===== src/logic/elc_params.svh =====
`ifndef ELC_PARAMS_SVH
`define ELC_PARAMS_SVH
// register index as printed; byte address is four times it
`define ELC_REG_IDX     8'h19
`define ELC_REG_ADDR    8'h64
`define ELC_REG_W       16
// field positions
`define ELC_DUTY_HI     15
`define ELC_DUTY_LO     8
`define ELC_P1EN_BIT    7
`define ELC_P0EN_BIT    6
`define ELC_RATE_HI     5
`define ELC_RATE_LO     3
`define ELC_SEL_HI      2
`define ELC_SEL_LO      1
`define ELC_SWAP_BIT    0
`define ELC_CTRL_RST    16'h0000
// pulse duty: 200 half-percent steps, highest legal setting 198
`define ELC_DUTY_STEPS  8'hC8
`define ELC_DUTY_MAX    8'hC6
// frame rates in Hz
`define ELC_HZ_0        2500
`define ELC_HZ_1        1000
`define ELC_HZ_2        500
`define ELC_HZ_3        250
`define ELC_HZ_4        200
`define ELC_HZ_5        125
`define ELC_HZ_6        40
`define ELC_RATE_BASIC  3'h7
`define ELC_CLK_HZ      100000000
`endif


===== src/logic/elc_pkg.sv =====
package elc_pkg;
  typedef struct packed {
    logic [7:0] duty;
    logic       p1En;
    logic       p0En;
    logic [2:0] rate;
    logic [1:0] sel;
    logic       swap;
  } elc_ctrl_t;

  typedef struct packed {
    logic data;
    logic clk;
    logic load;
  } elc_ser_t;

  typedef enum logic [1:0] {SER_IDLE, SER_SHIFT, SER_LATCH} elc_state_t;
endpackage


===== src/logic/elc_led_ctrl.sv =====
// Register access over Avalon-MM is this design's own decision.
`timescale 1ns/1ps
`default_nettype none
`include "elc_params.svh"

module elc_fifo #(
  parameter int WIDTH = 16,
  parameter int DEPTH = 32
) (
  input  wire logic             clk,
  input  wire logic             rst,
  input  wire logic [WIDTH-1:0] inData,
  input  wire logic             inValid,
  output logic                  inReady,
  output logic [WIDTH-1:0]      outData,
  output logic                  outValid,
  input  wire logic             outReady
);
  localparam int AW = $clog2(DEPTH);
  logic [WIDTH-1:0] mem [DEPTH];
  logic [AW-1:0]    wrPtr_ff;
  logic [AW-1:0]    rdPtr_ff;
  logic [AW:0]      count_ff;
  logic             push;
  logic             pop;
  if (DEPTH < 2 || (1 << AW) != DEPTH) $error("depth must be power of 2");
  assign inReady  = (count_ff != (AW+1)'(DEPTH));
  assign outValid = (count_ff != '0);
  assign outData  = mem[rdPtr_ff];
  assign push     = inValid & inReady;
  assign pop      = outValid & outReady;
  always_ff @(posedge clk) begin
    if (push) begin
      mem[wrPtr_ff] <= inData;
    end
  end
  always_ff @(posedge clk or posedge rst) begin
    if (rst) begin
      wrPtr_ff <= '0;
      rdPtr_ff <= '0;
      count_ff <= '0;
    end else begin
      wrPtr_ff <= wrPtr_ff + AW'(push);
      rdPtr_ff <= rdPtr_ff + AW'(pop);
      count_ff <= count_ff + (AW+1)'(push) - (AW+1)'(pop);
    end
  end
endmodule

////////////////////////////////////////////////////////////////////////////////
module elc_led_ctrl #(
  parameter int CLK_HZ   = `ELC_CLK_HZ,
  parameter int STEP_CYC = 500,
  parameter int SER_DIV  = 4
) (
  input  wire logic        ref_clk,
  input  wire logic        rst,
  input  wire logic [7:0]  address,
  input  wire logic        read,
  input  wire logic        write,
  input  wire logic [3:0]  byteenable,
  input  wire logic [31:0] writedata,
  output logic [31:0]      readdata,
  output logic             waitrequest,
  input  wire logic        pulseEnIn,
  input  wire logic [15:0] ledStateIn,
  input  wire logic [3:0]  ledNorm0In,
  input  wire logic [3:0]  ledNorm1In,
  output logic [3:0]       ledPort0,
  output logic [3:0]       ledPort1,
  output logic             ledPulse,
  output logic             ledSwap,
  output logic             frameDrop
);
  import elc_pkg::*;

  if (STEP_CYC < 1 || STEP_CYC > 65536 || SER_DIV < 2 || SER_DIV > 256 ||
      CLK_HZ < 2 * `ELC_HZ_0 * 32) $error("parameter out of range");
  localparam int FRAME_DIV [8] = '{
    CLK_HZ / `ELC_HZ_0, CLK_HZ / `ELC_HZ_1, CLK_HZ / `ELC_HZ_2,
    CLK_HZ / `ELC_HZ_3, CLK_HZ / `ELC_HZ_4, CLK_HZ / `ELC_HZ_5,
    CLK_HZ / `ELC_HZ_6, CLK_HZ / `ELC_HZ_0};
  function automatic logic [31:0] frameDiv(input logic [2:0] r);
    frameDiv = 32'(FRAME_DIV[r]);
  endfunction
  // leds sent per phy: 4,3,2,1
  function automatic logic [2:0] ledsPerPhy(input logic [1:0] s);
    ledsPerPhy = 3'h4 - {1'b0, s};
  endfunction

  ////////////////////////////////////////////////////////////////////////////
  // register bus: one wait state, then the answer
  elc_ctrl_t   ctrl_ff;
  logic        ack_ff;
  logic        hit;
  logic [15:0] ctrlBits;
  assign hit         = (address == `ELC_REG_ADDR);
  assign waitrequest = (read | write) & ~ack_ff;
  assign ctrlBits    = ctrl_ff;
  always_ff @(posedge ref_clk or posedge rst) begin
    if (rst) begin
      ack_ff <= 1'b0;
    end else begin
      ack_ff <= (read | write) & ~ack_ff;
    end
  end

  always_ff @(posedge ref_clk or posedge rst) begin
    if (rst) begin
      readdata <= '0;
    end else if (read & ~ack_ff) begin
      readdata <= hit ? {16'h0000, ctrlBits} : 32'h0000_0000;
    end
  end

  always_ff @(posedge ref_clk or posedge rst) begin
    if (rst) begin
      ctrl_ff <= `ELC_CTRL_RST;
    end else if (write & ack_ff & hit) begin
      if (byteenable[1]) begin
        ctrl_ff.duty <= writedata[`ELC_DUTY_HI:`ELC_DUTY_LO];
      end
      if (byteenable[0]) begin
        ctrl_ff.p1En <= writedata[`ELC_P1EN_BIT];
        ctrl_ff.p0En <= writedata[`ELC_P0EN_BIT];
        ctrl_ff.rate <= writedata[`ELC_RATE_HI:`ELC_RATE_LO];
        ctrl_ff.sel  <= writedata[`ELC_SEL_HI:`ELC_SEL_LO];
        ctrl_ff.swap <= writedata[`ELC_SWAP_BIT];
      end
    end
  end

  assign ledSwap = ctrl_ff.swap;

  ////////////////////////////////////////////////////////////////////////////
  // pulse generator; settings above 198 are held at 198
  logic [15:0] stepCnt_ff;
  logic [7:0]  pwmStep_ff;
  logic [7:0]  dutyEff;
  logic        pwmHigh;
  assign dutyEff = (ctrl_ff.duty > `ELC_DUTY_MAX) ? `ELC_DUTY_MAX
                                                  : ctrl_ff.duty;
  assign pwmHigh = (pwmStep_ff <= dutyEff);
  always_ff @(posedge ref_clk or posedge rst) begin
    if (rst) begin
      stepCnt_ff <= '0;
      pwmStep_ff <= '0;
    end else if (stepCnt_ff == 16'(STEP_CYC - 1)) begin
      stepCnt_ff <= '0;
      pwmStep_ff <= (pwmStep_ff == `ELC_DUTY_STEPS - 8'h01) ? 8'h00
                                                            : pwmStep_ff + 8'h01;
    end else begin
      stepCnt_ff <= stepCnt_ff + 16'h0001;
    end
  end

  always_ff @(posedge ref_clk or posedge rst) begin
    if (rst) begin
      ledPulse <= 1'b1;
    end else begin
      ledPulse <= pulseEnIn ? pwmHigh : 1'b1;
    end
  end

  ////////////////////////////////////////////////////////////////////////////
  // frame timer; basic stream runs at the fastest frame rate
  logic [31:0] frameCnt_ff;
  logic        frameTick;
  logic        basic;
  logic        pend_ff;
  assign basic     = (ctrl_ff.rate == `ELC_RATE_BASIC);
  assign frameTick = (frameCnt_ff >= frameDiv(ctrl_ff.rate) - 32'h1);
  always_ff @(posedge ref_clk or posedge rst) begin
    if (rst) begin
      frameCnt_ff <= '0;
    end else begin
      frameCnt_ff <= frameTick ? 32'h0 : frameCnt_ff + 32'h1;
    end
  end
  // a snapshot waits for fifo room; a tick while still waiting is dropped
  logic        fifoInReady;
  logic [15:0] fifoData;
  logic        fifoValid;
  logic        fifoPop;
  always_ff @(posedge ref_clk or posedge rst) begin
    if (rst) begin
      pend_ff   <= 1'b0;
      frameDrop <= 1'b0;
    end else begin
      pend_ff   <= frameTick | (pend_ff & ~fifoInReady);
      frameDrop <= frameTick & pend_ff & ~fifoInReady;
    end
  end

  elc_fifo #(.WIDTH(16), .DEPTH(32)) uFifo (
    .clk      (ref_clk),
    .rst      (rst),
    .inData   (ledStateIn),
    .inValid  (pend_ff),
    .inReady  (fifoInReady),
    .outData  (fifoData),
    .outValid (fifoValid),
    .outReady (fifoPop)
  );

  ////////////////////////////////////////////////////////////////////////////
  // serialiser: word holds phy n leds at bits 4n+3..4n
  elc_state_t  state_ff;
  logic [15:0] word_ff;
  logic [4:0]  bitIdx_ff;
  logic [4:0]  bitTotal_ff;
  logic [2:0]  perPhy_ff;
  logic [7:0]  divCnt_ff;
  logic        divEnd;
  elc_ser_t    ser_ff;
  assign divEnd  = (divCnt_ff == 8'(SER_DIV - 1));
  assign fifoPop = (state_ff == SER_IDLE) & fifoValid;
  always_ff @(posedge ref_clk or posedge rst) begin
    if (rst) begin
      divCnt_ff <= '0;
    end else begin
      divCnt_ff <= (divEnd || state_ff == SER_IDLE) ? 8'h00
                                                    : divCnt_ff + 8'h01;
    end
  end

  always_ff @(posedge ref_clk or posedge rst) begin
    if (rst) begin
      state_ff    <= SER_IDLE;
      word_ff     <= '0;
      bitIdx_ff   <= '0;
      bitTotal_ff <= '0;
      perPhy_ff   <= 3'h4;
    end else begin
      unique case (state_ff)
        SER_IDLE: begin
          if (fifoValid) begin
            word_ff     <= fifoData;
            bitIdx_ff   <= '0;
            perPhy_ff   <= basic ? 3'h4 : ledsPerPhy(ctrl_ff.sel);
            bitTotal_ff <= basic ? 5'h10
                                 : {ledsPerPhy(ctrl_ff.sel), 2'b00};
            state_ff    <= SER_SHIFT;
          end
        end
        SER_SHIFT: begin
          if (divEnd) begin
            if (bitIdx_ff == bitTotal_ff - 5'h01) begin
              state_ff <= SER_LATCH;
            end
            bitIdx_ff <= bitIdx_ff + 5'h01;
          end
        end
        SER_LATCH: begin
          if (divEnd) begin
            state_ff <= SER_IDLE;
          end
        end
      endcase
    end
  end

  // bit k of the frame is phy k/perPhy, led k%perPhy
  logic [4:0] phyN;
  logic [4:0] ledN;
  always_comb begin
    phyN = bitIdx_ff / {2'b00, perPhy_ff};
    ledN = bitIdx_ff - 5'(phyN * {2'b00, perPhy_ff});
  end

  always_ff @(posedge ref_clk or posedge rst) begin
    if (rst) begin
      ser_ff <= '0;
    end else begin
      ser_ff.data <= (state_ff == SER_SHIFT)
                   & word_ff[4'({phyN[1:0], 2'b00} + ledN[1:0])];
      ser_ff.clk  <= (state_ff == SER_SHIFT) & (divCnt_ff >= 8'(SER_DIV / 2));
      ser_ff.load <= (state_ff == SER_LATCH);
    end
  end

  ////////////////////////////////////////////////////////////////////////////
  // pin mux: serial pins are data, clock, load, pulse
  always_ff @(posedge ref_clk or posedge rst) begin
    if (rst) begin
      ledPort0 <= '0;
      ledPort1 <= '0;
    end else begin
      ledPort0 <= ctrl_ff.p0En ? {ledPulse, ser_ff.load, ser_ff.clk, ser_ff.data}
                               : ledNorm0In;
      ledPort1 <= ctrl_ff.p1En ? {ledPulse, ser_ff.load, ser_ff.clk, ser_ff.data}
                               : ledNorm1In;
    end
  end
endmodule
`default_nettype wire


===== config.mk =====
export PLATFORM = sky130hd
export DESIGN_NAME = elc_led_ctrl
export DESIGN_NICKNAME = d
export VERILOG_FILES = /design/src/logic/elc_pkg.sv /design/src/logic/elc_led_ctrl.sv
export VERILOG_INCLUDE_DIRS = /design/src /design/src/logic
export SDC_FILE = /design/constraint.sdc
export NUM_CORES = 1
export LEC_CHECK = 0
export BUFFER_PORTS_ARGS = -buffer_cell sky130_fd_sc_hd__buf_2
export CORE_MARGIN = 2
export CORE_UTILIZATION = 56
export CTS_CLUSTER_DIAMETER = 150
export DETAILED_ROUTE_END_ITERATION = 7
export GPL_ROUTABILITY_DRIVEN = 1
export GPL_TIMING_DRIVEN = 0
export PLACE_DENSITY = 0.76
export RECOVER_POWER = 100
export SLEW_MARGIN = 30
export SYNTH_ARGS = -nofsm -noshare
export SYNTH_HDL_FRONTEND = slang
export SYNTH_HIERARCHICAL = 1
export SYNTH_SLANG_ARGS = --single-unit

===== constraint.sdc =====
create_clock -name ref_clk -period 7.87 [get_ports ref_clk]
set_input_delay 1.574 -clock ref_clk [delete_from_list [all_inputs] [get_ports ref_clk]]
set_output_delay 1.574 -clock ref_clk [all_outputs]
set_load 0.005 [all_outputs]

==> reports/metrics.json <==
{
  "drv.max_cap_violation_count": 18,
  "placement.setup.worst_slack_ns": -0.442,
  "final-setup-viol-count": 0,
  "syn2layout_area_growth_pct": 13.5,
  "clkLatencyLatePin_ns": 0.61,
  "power_mw": 10.7,
  "tritoncts.num_buffers": 68,
  "clk_pin_slew_ns": 0.07,
  "worst_slack_ns": 0.504,
  "rsz0062_at_grt": "no",
  "syn-cell-area_um2": 28200,
  "powerDensity_nw_per_um2": 334,
  "placedCellCount": 2492,
  "synth_edf_count": 512,
  "via_count_of_the_first_global_routing_pass": 15842,
  "final_hold_vios": 0,
  "max_slew_margin": -1.70,
  "synth.top_cells.by_count": "edfxtp_1 (512), dfrtp_1 (152), nor2_1 (94)",
  "synth.largest_area_cell": "edfxtp_1",
  "worstSetupEndpointType": "flop",
  "ctsHoldBuffers": 0,
  "p_int_mw": 7.44,
  "crit_fanout": 7,
  "cts_sinks": 666,
  "synthTopCellsByArea": "edfxtp_1 (55%), dfrtp_1 (14%), mux4_2 (5.6%), ha_1 (3.2%), mux2i_1 (2.6%)",
  "core_area_um2": 49900,
  "floorplan.die_area_um2": 52100,
  "power.switching_mw": 3.22,
  "finalWeightedCongestion": 0.844,
  "initial_antenna_violation_count": 0,
  "most_common_cell_type_on_the_critical_path": "ha_1",
  "postRouteAntennaNets": 0,
  "critical-path-slowest-cell": "mux4_4",
  "cts-root-buf": "clkbuf_16",
  "slowest_delay_ns": 0.68,
  "dr_total_vias": 15750,
  "finish.cell_count_without_fillers": 2616,
  "cts_tree": "built",
  "gr-total-overflow": 0,
  "criticalPathCategory": "flop to flop",
  "grt_start_max_net_pins": 96,
  "combinationalPowerShare": 0.278,
  "grt_pass1_wl_mm": 93.8,
  "net_count_of_the_finished_layout": 2040,
  "ys.warnings.count": 6,
  "cts_max_level": 3,
  "critPathRequiredTime_ns": 8.34,
  "boundaryPins": 117,
  "vertical_die_dimension_um": 228,
  "crit_path_start_kind": "flop",
  "failing_checks": "max-capacitance violations, max-slew violations",
  "register_bit_total_from_synthesis": 666,
  "drt_iter0_drc": 1449,
  "row_count": 82,
  "synth-seq-area-share": 0.683,
  "clkPwrFrac": 0.310,
  "synthFlopType": "edfxtp_1",
  "cts_max_path_buffers": 3,
  "ys_async_sr_fraction": 0.231,
  "synth_top_area_share": 0.546,
  "grt_util_all_layers": 0.238,
  "critPathArrivalTime_ns": 7.84,
  "power.sequential.fraction": 0.413,
  "switching_share": 0.302,
  "antennaDiodeCount": 0,
  "synth_cells": 1683,
  "synth.distinct_cells": 79,
  "achievable-frequency_mhz": 136,
  "post-dp-hpwl_mm": 40.2,
  "r2r_setup_slack_ns": 0.50,
  "layout_min_cycle_time_ns": 7.37,
  "avgRoutedWirePerCell_um": 23.3,
  "timing.hold.worst.class": "flop to flop",
  "worst_hold_slack_ns": 0.465,
  "vias_per_cell": 6.02,
  "route.detailed.drc": 0,
  "start_util": 0.565,
  "status": "finished with violations",
  "worst_slew_pin_slew_ns": 4.05,
  "dieWidth_um": 228,
  "syn-mean-instance-area_um2": 16.7,
  "timing.setup.tns_ns": 0,
  "drtPass1Iterations": 7,
  "post-synth-top-count-cell": "edfxtp_1",
  "vdd_drop_max_uv": 268,
  "port_buffers": 82,
  "period_share": 0.936,
  "drive_gt1_frac": 0.173,
  "fin_worst_skew_ns": 0.0205,
  "report.final.slew_viol_count": 588,
  "wl_mm": 61.0,
  "p_leak_nw": 11.9
}
-- final cells by class --
type	count	area [µm²]
sequential	666	19200
fill	3500	17900
multi-input combinational	909	8340
clock buffer	80	1800
tap	672	841
buffer	92	541
timing repair buffer	116	528
clock inverter	40	509
inverter	41	158
-- flip-flops by register name, summed over array words and instances (netlist names), 2 cells and up --
signal          flops
perPhy_ff           3
pwmStep_ff          8
word_ff            16
bitIdx_ff           5
uFifo/count_ff      6
divCnt_ff           8
readdata           16
ctrlBits           15
ser_ff              3
frameCnt_ff        32
stepCnt_ff         16
ledPort1            4
uFifo/rdPtr_ff      5
ledPort0            4
state_ff            2
uFifo/wrPtr_ff      5
uFifo/mem         512
-- repair_timing --
action                                  in CTS  in global routing
pin swaps                                    1                  1
gates resized for setup                      3                  6
setup buffers                                1                  3
endpoints found under the setup margin       1                  1
-- power by group through the flow --
stage          clock [mW]  combinational, mW  sequential [mW]
2_1_floorplan           0               2.05             4.41
3_3_place_gp            0               2.80             4.44
3_5_place_dp            0               2.98             4.46
4_1_cts              3.36               3.01             4.39
5_1_grt              3.49               3.16             4.44
6_report             3.30               2.96             4.40
-- through the flow --
| stage | util | cell area, µm² |
|---|---|---|
| floorplan | - | 28200 |
| global placement | 0.592 | 29500 |
| detailed placement | 0.601 | 30000 |
| CTS | 0.648 | 32300 |
| global route | 0.641 | 31900 |
| finish | 0.641 | 31900 |
-- placed cells by master, fill, tap and decap left out, types with 35 or more instances in the layout --
cell type / n
clkbuf_16: 70
xor2_1: 35
mux4_2: 70
buf_2: 58
inv_1: 37
nand3_1: 57
xnor2_1: 38
dfrtp_1: 151
a21oi_1: 35
mux2i_1: 74
nand2_1: 63
edfxtp_1: 512
clkbuf_1: 117
nor2_1: 94
ha_1: 72
a211oi_1: 57
mux2_2: 43
-- path summary, 6_finish.rpt --
kind / cells past startpoint / to / start
max in group asynchronous: 3 / perPhy_ff[0] / rst
worst max register to register: 30 / ser_ff[2] / perPhy_ff[0]
min in group asynchronous: 2 / uFifo/count_ff[3] / rst
worst min register to register: 2 / readdata[6] / readdata[6]
worst min-delay path: 2 / readdata[6] / readdata[6]
worst max-delay path: 30 / ser_ff[2] / perPhy_ff[0]
-- cell families after synthesis --
family | share of synthesized area
flip-flops | 0.683
AND/OR/NAND/NOR | 0.0523
AO/OA/AOI/OAI | 0.0574
multiplexers | 0.126
buffers and inverters | 0.0252
XOR/XNOR | 0.0230
adder cells (fa/ha/maj) | 0.0327
other | 0.000267
-- critical path: cells and delay by family, from the launching register on --
kind / cells / cell delay, ns
multiplexers: 3 / 1.20
flip-flops: 1 / 0.46
XOR/XNOR: 1 / 0.25
AO/OA/AOI/OAI: 12 / 2.24
adder cells (fa/ha/maj): 7 / 2.10
buffers and inverters: 2 / 0.17
AND/OR/NAND/NOR: 5 / 0.80
-- metal layers --
metal | up-vias | global-route usage | part of all wire
met5 | - | 0 | 0
met4 | 0 | 0.0737 | 0.028
met3 | 93 | 0.0449 | 0.066
met2 | 630 | 0.393 | 0.50
met1 | 8051 | 0.324 | 0.41
li1 | 6976 | - | -
Note: power is estimated with default switching activity, not from simulation.
